`src/design/itc_map.svh`:
```
// Register offsets, field positions, reset values and counts of the transfer and SCL configuration block
`ifndef ITC_MAP_SVH
`define ITC_MAP_SVH

// ==========================================================
// Register byte offsets
`define ITC_ADR_CFG 8'h04
`define ITC_ADR_CTL 8'h10

// ==========================================================
// Transfer and SCL configuration fields
`define ITC_BC_HI 7
`define ITC_BC_LO 5
`define ITC_ACK_BIT 4
`define ITC_ONE_BIT 3
`define ITC_SCK_HI 2
`define ITC_SCK_LO 0
`define ITC_MON_BIT 0

// ==========================================================
// Companion control fields
`define ITC_MST_BIT 7
`define ITC_MODE_HI 3
`define ITC_MODE_LO 2
`define ITC_TRIG_HI 1
`define ITC_TRIG_LO 0

// ==========================================================
// Reset values
`define ITC_BC_RST 3'h0
`define ITC_ACK_RST 1'b0
`define ITC_SCK_RST 3'h0
`define ITC_TRIG_RST 2'h0

// ==========================================================
// Counts and codes
`define ITC_FULL_LEN 4'h8
`define ITC_SCK_RSVD 3'h7
`define ITC_N_OFFSET 4'h5
`define ITC_SCL_BASE 12'h048
`define ITC_TRIG_FIRST 2'h2
`define ITC_TRIG_SECOND 2'h1
`define ITC_SRST_CYCLES 8

`endif

```
`src/design/itc_pkg.sv`:
```
// Types shared by the transfer and SCL configuration block
package itc_pkg;

    // ==========================================================
    // Interface operating modes
    typedef enum logic [1:0]
    {
        ITC_MODE_PORT = 2'b00,
        ITC_MODE_SIO = 2'b01,
        ITC_MODE_I2C = 2'b10,
        ITC_MODE_RSVD = 2'b11
    } itc_mode_type;

    // ==========================================================
    // Master clock engine states
    typedef enum logic [0:0]
    {
        ITC_ST_IDLE = 1'b0,
        ITC_ST_RUN = 1'b1
    } itc_state_type;

    // ==========================================================
    // Transfer format and rate settings
    typedef struct packed
    {
        logic [2:0] bits;
        logic ack;
        logic [2:0] sck;
    } itc_cfg_type;

endpackage

```
`src/design/itc_pin_sync.sv`:
```
// Three-stage synchroniser for a pin, level accepted when the last two stages agree
`timescale 1ns/1ps

module itc_pin_sync
(
    // Clock and reset
    input wire logic clk_i,
    input wire logic rst_i,
    // Pin and filtered level
    input wire logic pin_i,
    output logic level_o
);

    logic meta_r;
    logic mid_r;
    logic last_r;

    // ==========================================================
    // Chain of three flops, idle bus level is high
    always_ff @(posedge clk_i)
    begin
        if (rst_i)
        begin
            meta_r <= 1'b1;
            mid_r <= 1'b1;
            last_r <= 1'b1;
        end
        else
        begin
            meta_r <= pin_i;
            mid_r <= meta_r;
            last_r <= mid_r;
        end
    end

    // Level follows only once two stable stages agree
    always_ff @(posedge clk_i)
    begin
        if (rst_i)
        begin
            level_o <= 1'b1;
        end
        else if (mid_r == last_r)
        begin
            level_o <= last_r;
        end
    end

endmodule

```
`src/design/itc_scl_div.sv`:
```
// SCL period divider giving a fall and a rise point per period of 2^n + 72 system clocks
`timescale 1ns/1ps
`include "itc_map.svh"

module itc_scl_div
#(
    parameter int CNT_W = 12
)
(
    // Clock and reset
    input wire logic clk_i,
    input wire logic rst_i,
    // Control
    input wire logic run_i,
    input wire logic [2:0] sel_i,
    // Period points
    output logic fall_o,
    output logic rise_o,
    output logic [CNT_W-1:0] period_o
);

    // Largest period needs twelve bits
    if (CNT_W < 12)
    begin : g_bad_width
        $error("itc_scl_div: CNT_W must be at least 12");
    end

    logic [3:0] shift_w;
    logic [CNT_W-1:0] cnt_r;

    // ==========================================================
    // Period from the rate select
    assign shift_w = {1'b0, sel_i} + `ITC_N_OFFSET;
    assign period_o = (CNT_W'(1) << shift_w) + CNT_W'(`ITC_SCL_BASE);
    assign fall_o = run_i && (cnt_r == '0);
    assign rise_o = run_i && (cnt_r == (period_o >> 1));

    // Free count while running, restart from zero on each run
    always_ff @(posedge clk_i)
    begin
        if (rst_i || !run_i)
        begin
            cnt_r <= '0;
        end
        else if (cnt_r == period_o - CNT_W'(1))
        begin
            cnt_r <= '0;
        end
        else
        begin
            cnt_r <= cnt_r + CNT_W'(1);
        end
    end

endmodule

```
`src/design/itc_xfer_cfg.sv`:
```
// Transfer format and SCL rate configuration with Wishbone register access
// What this block does
// - Bits field 000 means eight data bits, others one to seven; ack adds one.
// - Master emits an acknowledge clock after data only when the ack setting is one.
// - Slave counts the acknowledge clock only when the ack setting is one.
// - SCL period is 2^n plus 72 system clocks, n from 5 to 11; 111 reserved.
// - Bit 0 writes the low rate bit; reads the soft reset monitor, 0 while busy.
// - In clocked serial mode the low rate bit starts as zero.
// - Rate select starts at 000 after reset whatever bit 0 reads.
// - Mode field: 00 port, 01 clocked serial, 10 I2C, 11 reserved.
//
// The Wishbone slave port and the register addresses were left to the implementer.
`timescale 1ns/1ps
`include "itc_map.svh"

module itc_xfer_cfg
    import itc_pkg::*;
#(
    parameter int SRST_CYCLES = `ITC_SRST_CYCLES
)
(
    // Clock and reset
    input wire logic clk_i,
    input wire logic rst_i,
    // Wishbone slave
    input wire logic wb_cyc_i,
    input wire logic wb_stb_i,
    input wire logic wb_we_i,
    input wire logic [7:0] wb_adr_i,
    input wire logic [3:0] wb_sel_i,
    input wire logic [31:0] wb_dat_i,
    output logic [31:0] wb_dat_o,
    output logic wb_ack_o,
    // Rest of the unit
    input wire logic go_i,
    output logic xfer_done_o,
    output logic soft_reset_o,
    output logic [1:0] mode_o,
    output logic master_o,
    // SCL open-drain pin
    input wire logic scl_i,
    output logic scl_o,
    output logic scl_oe_n_o
);

    if (SRST_CYCLES < 1 || SRST_CYCLES > 255)
    begin : g_bad_srst
        $error("itc_xfer_cfg: SRST_CYCLES must be 1 to 255");
    end

    localparam logic [7:0] ADR_CFG = `ITC_ADR_CFG;
    localparam logic [7:0] ADR_CTL = `ITC_ADR_CTL;
    localparam logic [7:0] SRST_LAST = 8'(SRST_CYCLES - 1);

    itc_cfg_type cfg_r;
    itc_mode_type mode_r;
    itc_state_type state_r;
    logic master_r;
    logic [1:0] trig_r;
    logic busy_r;
    logic [7:0] srst_cnt_r;
    logic sck0_wr_r;
    logic [3:0] sent_r;
    logic [3:0] total_r;
    logic [3:0] seen_r;
    logic scl_prev_r;
    logic scl_lvl_w;
    logic fall_w;
    logic rise_w;
    logic req_w;
    logic wr_w;
    logic wr_cfg_w;
    logic wr_ctl_w;
    logic [3:0] len_w;
    logic [3:0] total_w;
    logic i2c_w;
    logic go_ok_w;
    logic m_done_w;
    logic s_edge_w;
    logic s_done_w;

    // ==========================================================
    // Bus decode, one aligned word per register
    assign req_w = wb_cyc_i && wb_stb_i && !wb_ack_o;
    assign wr_w = req_w && wb_we_i && wb_sel_i[0];
    assign wr_cfg_w = wr_w && (wb_adr_i[7:2] == ADR_CFG[7:2]);
    assign wr_ctl_w = wr_w && (wb_adr_i[7:2] == ADR_CTL[7:2]);

    // Data length and total clock count
    assign len_w = (cfg_r.bits == 3'h0) ? `ITC_FULL_LEN : {1'b0, cfg_r.bits};
    assign total_w = len_w + {3'h0, cfg_r.ack};
    assign i2c_w = (mode_r == ITC_MODE_I2C);
    assign go_ok_w = go_i && i2c_w && master_r && !busy_r && (cfg_r.sck != `ITC_SCK_RSVD);

    // ==========================================================
    // Acknowledge one cycle after the request, read data with it
    always_ff @(posedge clk_i)
    begin
        if (rst_i)
        begin
            wb_ack_o <= 1'b0;
            wb_dat_o <= 32'h0000_0000;
        end
        else
        begin
            wb_ack_o <= req_w;
            if (req_w && !wb_we_i)
            begin
                if (wb_adr_i[7:2] == ADR_CFG[7:2])
                begin
                    wb_dat_o <= {24'h00_0000, cfg_r.bits, cfg_r.ack, 1'b1, cfg_r.sck[2:1], !busy_r};
                end
                else if (wb_adr_i[7:2] == ADR_CTL[7:2])
                begin
                    wb_dat_o <= {24'h00_0000, master_r, 3'h0, mode_r, 2'h0};
                end
                else
                begin
                    wb_dat_o <= 32'h0000_0000;
                end
            end
        end
    end

    // ==========================================================
    // Configuration register, bit 0 writes the low rate bit only
    always_ff @(posedge clk_i)
    begin
        if (rst_i)
        begin
            cfg_r.bits <= `ITC_BC_RST;
            cfg_r.ack <= `ITC_ACK_RST;
            cfg_r.sck <= `ITC_SCK_RST;
            sck0_wr_r <= 1'b0;
        end
        else if (wr_cfg_w)
        begin
            cfg_r.bits <= wb_dat_i[`ITC_BC_HI:`ITC_BC_LO];
            cfg_r.ack <= wb_dat_i[`ITC_ACK_BIT];
            cfg_r.sck <= wb_dat_i[`ITC_SCK_HI:`ITC_SCK_LO];
            sck0_wr_r <= 1'b1;
        end
    end

    // Companion control: master select and mode
    always_ff @(posedge clk_i)
    begin
        if (rst_i)
        begin
            master_r <= 1'b0;
            mode_r <= ITC_MODE_PORT;
        end
        else if (wr_ctl_w)
        begin
            master_r <= wb_dat_i[`ITC_MST_BIT];
            mode_r <= itc_mode_type'(wb_dat_i[`ITC_MODE_HI:`ITC_MODE_LO]);
        end
    end

    // ==========================================================
    // Soft reset: a 10 then 01 pair in the trigger field starts it
    always_ff @(posedge clk_i)
    begin
        if (rst_i)
        begin
            trig_r <= `ITC_TRIG_RST;
            busy_r <= 1'b0;
            srst_cnt_r <= 8'h00;
        end
        else
        begin
            if (wr_ctl_w)
            begin
                trig_r <= wb_dat_i[`ITC_TRIG_HI:`ITC_TRIG_LO];
            end
            if (busy_r)
            begin
                if (srst_cnt_r == SRST_LAST)
                begin
                    busy_r <= 1'b0;
                end
                srst_cnt_r <= srst_cnt_r + 8'h01;
            end
            else if (wr_ctl_w && trig_r == `ITC_TRIG_FIRST
                     && wb_dat_i[`ITC_TRIG_HI:`ITC_TRIG_LO] == `ITC_TRIG_SECOND)
            begin
                busy_r <= 1'b1;
                srst_cnt_r <= 8'h00;
            end
        end
    end

    // ==========================================================
    // SCL period divider, running only during a master transfer
    itc_scl_div #(
        .CNT_W(12)
    ) u_div (
        .clk_i(clk_i),
        .rst_i(rst_i),
        .run_i(state_r == ITC_ST_RUN),
        .sel_i(cfg_r.sck),
        .fall_o(fall_w),
        .rise_o(rise_w),
        .period_o()
    );

    // Filtered SCL level from the pin
    itc_pin_sync u_sync (
        .clk_i(clk_i),
        .rst_i(rst_i),
        .pin_i(scl_i),
        .level_o(scl_lvl_w)
    );

    // ==========================================================
    // Master engine: one low/high pulse per counted clock
    assign m_done_w = (state_r == ITC_ST_RUN) && rise_w && (sent_r + 4'h1 == total_r);

    always_ff @(posedge clk_i)
    begin
        if (rst_i || busy_r)
        begin
            state_r <= ITC_ST_IDLE;
            sent_r <= 4'h0;
            total_r <= 4'h0;
        end
        else
        begin
            unique case (state_r)
                ITC_ST_IDLE:
                begin
                    if (go_ok_w)
                    begin
                        state_r <= ITC_ST_RUN;
                        sent_r <= 4'h0;
                        total_r <= total_w;
                    end
                end
                ITC_ST_RUN:
                begin
                    if (!i2c_w || !master_r || m_done_w)
                    begin
                        state_r <= ITC_ST_IDLE;
                    end
                    if (rise_w)
                    begin
                        sent_r <= sent_r + 4'h1;
                    end
                end
            endcase
        end
    end

    // Pull SCL low in the first half of each period, release in the second
    always_ff @(posedge clk_i)
    begin
        if (rst_i || busy_r || state_r == ITC_ST_IDLE)
        begin
            scl_oe_n_o <= 1'b1;
        end
        else if (fall_w)
        begin
            scl_oe_n_o <= 1'b0;
        end
        else if (rise_w)
        begin
            scl_oe_n_o <= 1'b1;
        end
    end

    // ==========================================================
    // Slave counter: rising SCL edges until the transfer total
    assign s_edge_w = scl_lvl_w && !scl_prev_r;
    assign s_done_w = i2c_w && !master_r && !busy_r && s_edge_w && (seen_r + 4'h1 == total_w);

    always_ff @(posedge clk_i)
    begin
        if (rst_i)
        begin
            scl_prev_r <= 1'b1;
            seen_r <= 4'h0;
        end
        else
        begin
            scl_prev_r <= scl_lvl_w;
            if (!i2c_w || master_r || busy_r || s_done_w)
            begin
                seen_r <= 4'h0;
            end
            else if (s_edge_w)
            begin
                seen_r <= seen_r + 4'h1;
            end
        end
    end

    // ==========================================================
    // Registered outputs to the rest of the unit
    always_ff @(posedge clk_i)
    begin
        if (rst_i)
        begin
            xfer_done_o <= 1'b0;
            soft_reset_o <= 1'b0;
            mode_o <= ITC_MODE_PORT;
            master_o <= 1'b0;
            scl_o <= 1'b0;
        end
        else
        begin
            xfer_done_o <= m_done_w || s_done_w;
            soft_reset_o <= busy_r;
            mode_o <= mode_r;
            master_o <= master_r;
            scl_o <= 1'b0; // Open drain, only the enable moves
        end
    end

    // ==========================================================
    // Checking helpers
    logic [3:0] rise_cnt_h;
    logic [11:0] gap_h;
    logic [3:0] edge_cnt_h;

    // Counts of generated and observed clocks, and cycles between falls
    always_ff @(posedge clk_i)
    begin
        if (rst_i || state_r == ITC_ST_IDLE)
        begin
            gap_h <= 12'h000;
        end
        else if (fall_w)
        begin
            gap_h <= 12'h001;
        end
        else if (gap_h != 12'h000)
        begin
            gap_h <= gap_h + 12'h001;
        end
    end

    always_ff @(posedge clk_i)
    begin
        if (rst_i || go_ok_w)
        begin
            rise_cnt_h <= 4'h0;
        end
        else if (state_r == ITC_ST_RUN && rise_w)
        begin
            rise_cnt_h <= rise_cnt_h + 4'h1;
        end
    end

    always_ff @(posedge clk_i)
    begin
        if (rst_i || xfer_done_o || master_r || !i2c_w || busy_r)
        begin
            edge_cnt_h <= 4'h0;
        end
        else if (s_edge_w)
        begin
            edge_cnt_h <= edge_cnt_h + 4'h1;
        end
    end
endmodule

```
`config.mk`:
```
export PLATFORM = sky130hd
export DESIGN_NAME = itc_xfer_cfg
export DESIGN_NICKNAME = d
export VERILOG_FILES = /design/src/design/itc_pkg.sv /design/src/design/itc_pin_sync.sv /design/src/design/itc_scl_div.sv /design/src/design/itc_xfer_cfg.sv
export VERILOG_INCLUDE_DIRS = /design/src /design/src/design
export SDC_FILE = /design/constraint.sdc
export NUM_CORES = 1
export LEC_CHECK = 0
export BUFFER_PORTS_ARGS = -buffer_cell sky130_fd_sc_hd__buf_2
export CORE_MARGIN = 1.5
export CORE_UTILIZATION = 49
export DETAILED_ROUTE_END_ITERATION = 16
export PLACE_DENSITY = 0.74
export SETUP_SLACK_MARGIN = 0.15
export SLEW_MARGIN = 20
export SYNTH_ARGS = -nofsm -noshare
export SYNTH_HDL_FRONTEND = slang
export SYNTH_SLANG_ARGS = --single-unit
```
`constraint.sdc`:
```
create_clock -name clk_i -period 4.2 [get_ports clk_i]
set_clock_uncertainty 0.15 [all_clocks]
set_input_delay 0 -clock clk_i [delete_from_list [all_inputs] [get_ports clk_i]]
set_output_delay 0 -clock clk_i [all_outputs]
set_load 0.05 [all_outputs]
```
# [Word-level counts from Yosys, hierarchy flattened]
# Index checks and enable logic that the tools add are counted.
[word_totals] output_inout_bits=40 wordCells=111 register_bits=90
[classes] reduce_logical=46 mux=16 bitwise_logic=1 shifts=1 add_sub_neg=8 eq_ne=14
[op_table] operator="two-way mux 8 bit" n=4
[op_table] operator="logical AND 1 bit" n=22
[op_table] operator="adder 12 x 1 -> 12 bit (second input constant)" n=1
[op_table] operator="adder 12 x 7 -> 12 bit (second input constant)" n=1
[op_table] operator="equality test 12 x 11 -> 1 bit" n=1
[op_table] operator="equality test 12 bit" n=1
[op_table] operator="zero test 12 bit" n=1
[op_table] operator="two-way mux 4 bit" n=3
[op_table] operator="<< shifter 1 x 4 -> 12 bit (first input constant)" n=1
[op_table] operator="subtractor 12 x 1 -> 12 bit (second input constant)" n=1
[op_table] operator="logical OR 1 bit" n=9
[op_table] operator="adder 4 x 1 -> 4 bit (second input constant)" n=2
[op_table] operator="adder 8 x 1 -> 8 bit (second input constant)" n=1
[op_table] operator="equality test 4 bit" n=2
[op_table] operator="equality test 8 x 3 -> 1 bit (second input constant)" n=1
[op_table] operator="case mux 4 bit (2 select lines)" n=1
[op_table] operator="zero test 1 bit" n=7
[op_table] operator="two-way mux 1 bit" n=7
[op_table] operator="equality test 6 x 1 -> 1 bit (second input constant)" n=1
[op_table] operator="equality test 6 x 3 -> 1 bit (second input constant)" n=1
[op_table] operator="adder 3 x 3 -> 4 bit (second input constant)" n=1
[op_table] operator="adder 4 x 1 -> 4 bit" n=1
[op_table] operator="equality test 2 bit (second input constant)" n=2
[op_table] operator="AND reduction 2 bit" n=2
[op_table] operator="other kinds (10)" n=12

# [Logic depth before layout (Yosys ltp)]
[depth] word_depth=10 mapped_depth=13

# [Hierarchy]
# A second synthesis with hierarchy kept.
[unflattened] cells_unflattened=418 hier_area_um2=3558.4
[by_module_without_submodules] mod="itc_xfer_cfg" area_per_inst_um2=2413.6 cells_per_inst=267 n_inst=1 seq_area_each_um2=1001.0
[by_module_without_submodules] mod="itc_scl_div" area_per_inst_um2=1029.7 cells_per_inst=141 n_inst=1 seq_area_each_um2=240.2
[by_module_without_submodules] mod="itc_pin_sync" area_per_inst_um2=115.1 cells_per_inst=10 n_inst=1 seq_area_each_um2=80.1

# [Worst setup path before layout]
# No wires, ideal clock.
[synth_path] path_type="reg2reg" start="register cfg_r[1] in the netlist's numbering" end="register u_div.cnt_r[10]" path_slack_ns=1.121 period_less_slack_ns=3.079 arrival_time_ns=2.816 stages_incl_launch_ff=14 required_ns=3.937 path_cell_list="dfxtp_1 and2_1 ha_1 buf_2 buf_2 and4bb_2 ha_1 nor2b_1 a21oi_1 nor4_1 nor3_1 nor4_2 buf_4 nor2_1"
[synth_via] elab_chain_len=6
[synth_rtl] item="from (decl)" line_no="itc_xfer_cfg.sv:55" source="itc_cfg_type cfg_r;"
[synth_rtl] item="adder 3 x 3 -> 4 bit (no source line)"
[synth_rtl] item="<< shifter 1 x 4 -> 12 bit" line_no="itc_scl_div.sv:34" source="assign period_o = (CNT_W'(1) << shift_w) + CNT_W'(`ITC_SCL_BASE);"
[synth_rtl] item="adder 12 x 7 -> 12 bit" line_no="itc_scl_div.sv:34"
[synth_rtl] item="subtractor 12 x 1 -> 12 bit" line_no="itc_scl_div.sv:45" source="else if (cnt_r == period_o - CNT_W'(1))"
[synth_rtl] item="equality test 12 bit" line_no="itc_scl_div.sv:45"
[synth_rtl] item="OR reduction 2 bit (no source line)"
[synth_rtl] item="to (signal assigned)" line_no="itc_scl_div.sv:51" source="cnt_r <= cnt_r + CNT_W'(1);"
[synth_rtl] item="to (decl)" line_no="itc_scl_div.sv:29" source="logic [CNT_W-1:0] cnt_r;"
# No other way between the ends.
# A chain may end at the register's enable or synchronous reset.

# [Final worst setup path]
[layout_path] start="register cfg_r[1] in the netlist's numbering" end="register u_div.cnt_r[2]"
# The elaborated chain is that of the path after synthesis.

==> impl_metrics.env <==
export IMPL_synth_top_area_share=0.340
export IMPL_ctsHtreeMaxLevel=3
export IMPL_reg2reg_from="cfg_r[1]"
export IMPL_holdPathStages=4
export IMPL_ys_ff_latch=66
export IMPL_cts_repair_resized=0
export IMPL_synth_area_leaders="dfxtp_1 34%, xnor2_1 5.6%, mux2i_1 5.4%"
export IMPL_outcome="finished clean"
export IMPL_gr_usage_all_layers=0.214
export IMPL_antenna_found_initial=0
export IMPL_drtIter0Drc=198
export IMPL_whs_endpoint="state_r"
export IMPL_synth_edf_count=0
export IMPL_start_util=0.506
export IMPL_grt_setup_unrepaired="no"
export IMPL_syn_to_final_growth_pct=12.8
export IMPL_totalWireLength_um=8400
export IMPL_grt_max_degree=48
export IMPL_fin_ws_ps=1060
export IMPL_hpwlAfterDp_um=5740
export IMPL_cp_data_arrival_time_ps=3230
export IMPL_via_per_inst=5.43
export IMPL_drc=0
export IMPL_layout_commonest_cell="dfxtp_1"
export IMPL_numCtsBuffers=9
export IMPL_wire_per_inst_um=13.9
export IMPL_n_antenna_cell=0
export IMPL_async_reset_ff_frac=0
export IMPL_final_fill_count=703
export IMPL_synth_area_um2=3890
export IMPL_gp_congestion=0.873
export IMPL_die_h_um=92.1
export IMPL_rows=32
export IMPL_end_kind="flop"
export IMPL_final_cells=603
export IMPL_fin_crit_sh=0.747
export IMPL_io_pins=91
export IMPL_die_x_um=92.1
export IMPL_final_cell_mix="66 x dfxtp_1, 54 x nor2_1, 36 x buf_2"
export IMPL_core_um2=7690
export IMPL_ys_flop_type="dfxtp_1"
export IMPL_yosys_area_top_type="dfxtp_1"
export IMPL_clkLatencyLatePin_ps=350
export IMPL_slew_headroom=0.404
export IMPL_finalSetupViolCount=0
export IMPL_hold_worst_slack_ps=19.2
export IMPL_grt_first_pass_wirelength_um=14500
export IMPL_rr_worst_depth=11
export IMPL_die_area_um2=8470
export IMPL_ant_nets=0
export IMPL_p_leak_nw=1.72
export IMPL_cts_sink_count=66
export IMPL_post_cts_buffers=0
export IMPL_drtPass1Iterations=4
export IMPL_layout_drive_gt1_share=0.156
export IMPL_r2r_setup_slack_ps=1060
export IMPL_cts_tree="built"
export IMPL_ys_warn_count=0
export IMPL_path_clk_slew_ps=70
export IMPL_post_place_ws_ps=1080
export IMPL_reg2reg_to="u_div.cnt_r[2]"
export IMPL_min_path_type="input pin to flop"
export IMPL_crit_fanout=11
export IMPL_grt_overflow=0
export IMPL_port_buffers=36
export IMPL_power_density_nw_per_um2=316
export IMPL_clockBufferDepth=2
export IMPL_ir_worst_vdd_mv=0.275
export IMPL_post_place_cells=574
export IMPL_root_buffer="clkbuf_8"
export IMPL_vias=3274
export IMPL_critPathKind="flop to flop"
export IMPL_start_kind="flop"
export IMPL_cap_violations=0
export IMPL_grt_pass1_vias=3160
export IMPL_worst_pin_slew_ps=893
export IMPL_crit_required_ps=4290
export IMPL_tns_ps=0
export IMPL_syn_avg_cell_area_um2=8.45
export IMPL_hp_start="go_i"
export IMPL_syn_inst=460
export IMPL_final_hold_violation_count=0
export IMPL_synth_seq_area_share=0.340
export IMPL_synth_distinct_cells=67
export IMPL_timing_fmax_ghz=0.319
export IMPL_fin_crit_ps=3140
export IMPL_fin_nets=558
export IMPL_maxSlewViolCount=0
## sequential cells by signal, indices dropped and copies added (netlist names), 4 cells and up
name / cells
seen_r: 4
u_div.cnt_r: 12
srst_cnt_r: 8
total_r: 4
wb_dat_o: 8
cfg_r: 7
sent_r: 4
## layer usage
layer  global-route usage  vias to the layer above  part of all wire
met4               0.0846                        0             0.018
met5                    0                        -                 0
met2                0.367                       99              0.50
met3               0.0415                       12             0.056
li1                     -                     1622                 -
met1                0.262                     1541              0.42
## per-stage QoR
step | util | cell area (um2) | total power, mW
after detailed placement | 0.522 | 4010 | 0.738
after CTS | 0.570 | 4380 | 1.40
after floorplan | - | 3980 | 0.739
after global placement | 0.522 | 4010 | 0.736
after global routing | 0.570 | 4380 | 1.43
final | 0.570 | 4380 | 1.38
## synth_stat cells (all sizes together), types with 2 or more instances
library cell / n
dfxtp: 66
nor2: 54
buf: 37
nand2: 29
xnor2: 25
nand3: 24
mux2i: 21
clkbuf: 18
nor2b: 17
a21oi: 16
nor3: 15
ha: 11
or2: 11
xor2: 10
and2: 7
inv: 7
nand4: 7
a22oi: 6
nand3b: 6
o21ai: 6
and3: 5
nand2b: 5
nor3b: 5
nor4: 5
or3: 4
a211oi: 3
a221oi: 3
a31oi: 3
a311oi: 2
and4bb: 2
conb: 2
nand4b: 2
nor4b: 2
o2111ai: 2
o211ai: 2
or3b: 2
## critical path, cell delays in order, from the launching register on
cell and delay [ps]:
dfxtp_1 310, and2_1 190, ha_1 450, nand2b_1 180
or2_1 260, ha_1 250, nor2b_1 170, a2111oi_2 390
nor3_1 130, nor4_2 280, buf_4 220, nor2_1 60
## power breakdown
group | internal (mW) | switching, mW
registers | 0.628 | 0.00129
logic | 0.0244 | 0.0795
clock network | 0.396 | 0.255
total | 1.05 | 0.336
## cells by family after synthesis
group,share of synthesized area
xor gates and xnor gates,0.0808
other,0.00193
buffers and inverters,0.0885
AOI/OAI and AO/OA,0.105
DFF,0.340
adders and majority gates,0.0354
and+or+nand+nor,0.294
muxes,0.0541
## layout make-up
cell class / count / area (um2) / area share
sequential: 66 / 1320 / 0.301
timing repair buffer: 54 / 348 / 0.0793
inverter: 7 / 26.3 / 0.00599
multi-input combinational: 358 / 2320 / 0.529
tap: 102 / 128 / 0.0291
clock inverter: 6 / 115 / 0.0263
clock buffer: 10 / 128 / 0.0291
## worst max-delay path by stage
stage	endpoint	slack [ps]	from
2_1_floorplan	u_div.cnt_r[10]	1120	cfg_r[1]
3_3_place_gp	u_div.cnt_r[2]	1170	cfg_r[1]
3_5_place_dp	u_div.cnt_r[2]	1080	cfg_r[1]
4_1_cts	u_div.cnt_r[8]	1050	cfg_r[1]
5_1_grt	u_div.cnt_r[5]	830	cfg_r[1]
6_report	u_div.cnt_r[2]	1060	cfg_r[1]
## what timing repair did
item / in CTS / in global routing
hold endpoints to repair: 18 / 0
setup endpoints to repair: 0 / 0
hold buffers: 13 / 0
Power figures use the tool's default switching activity.
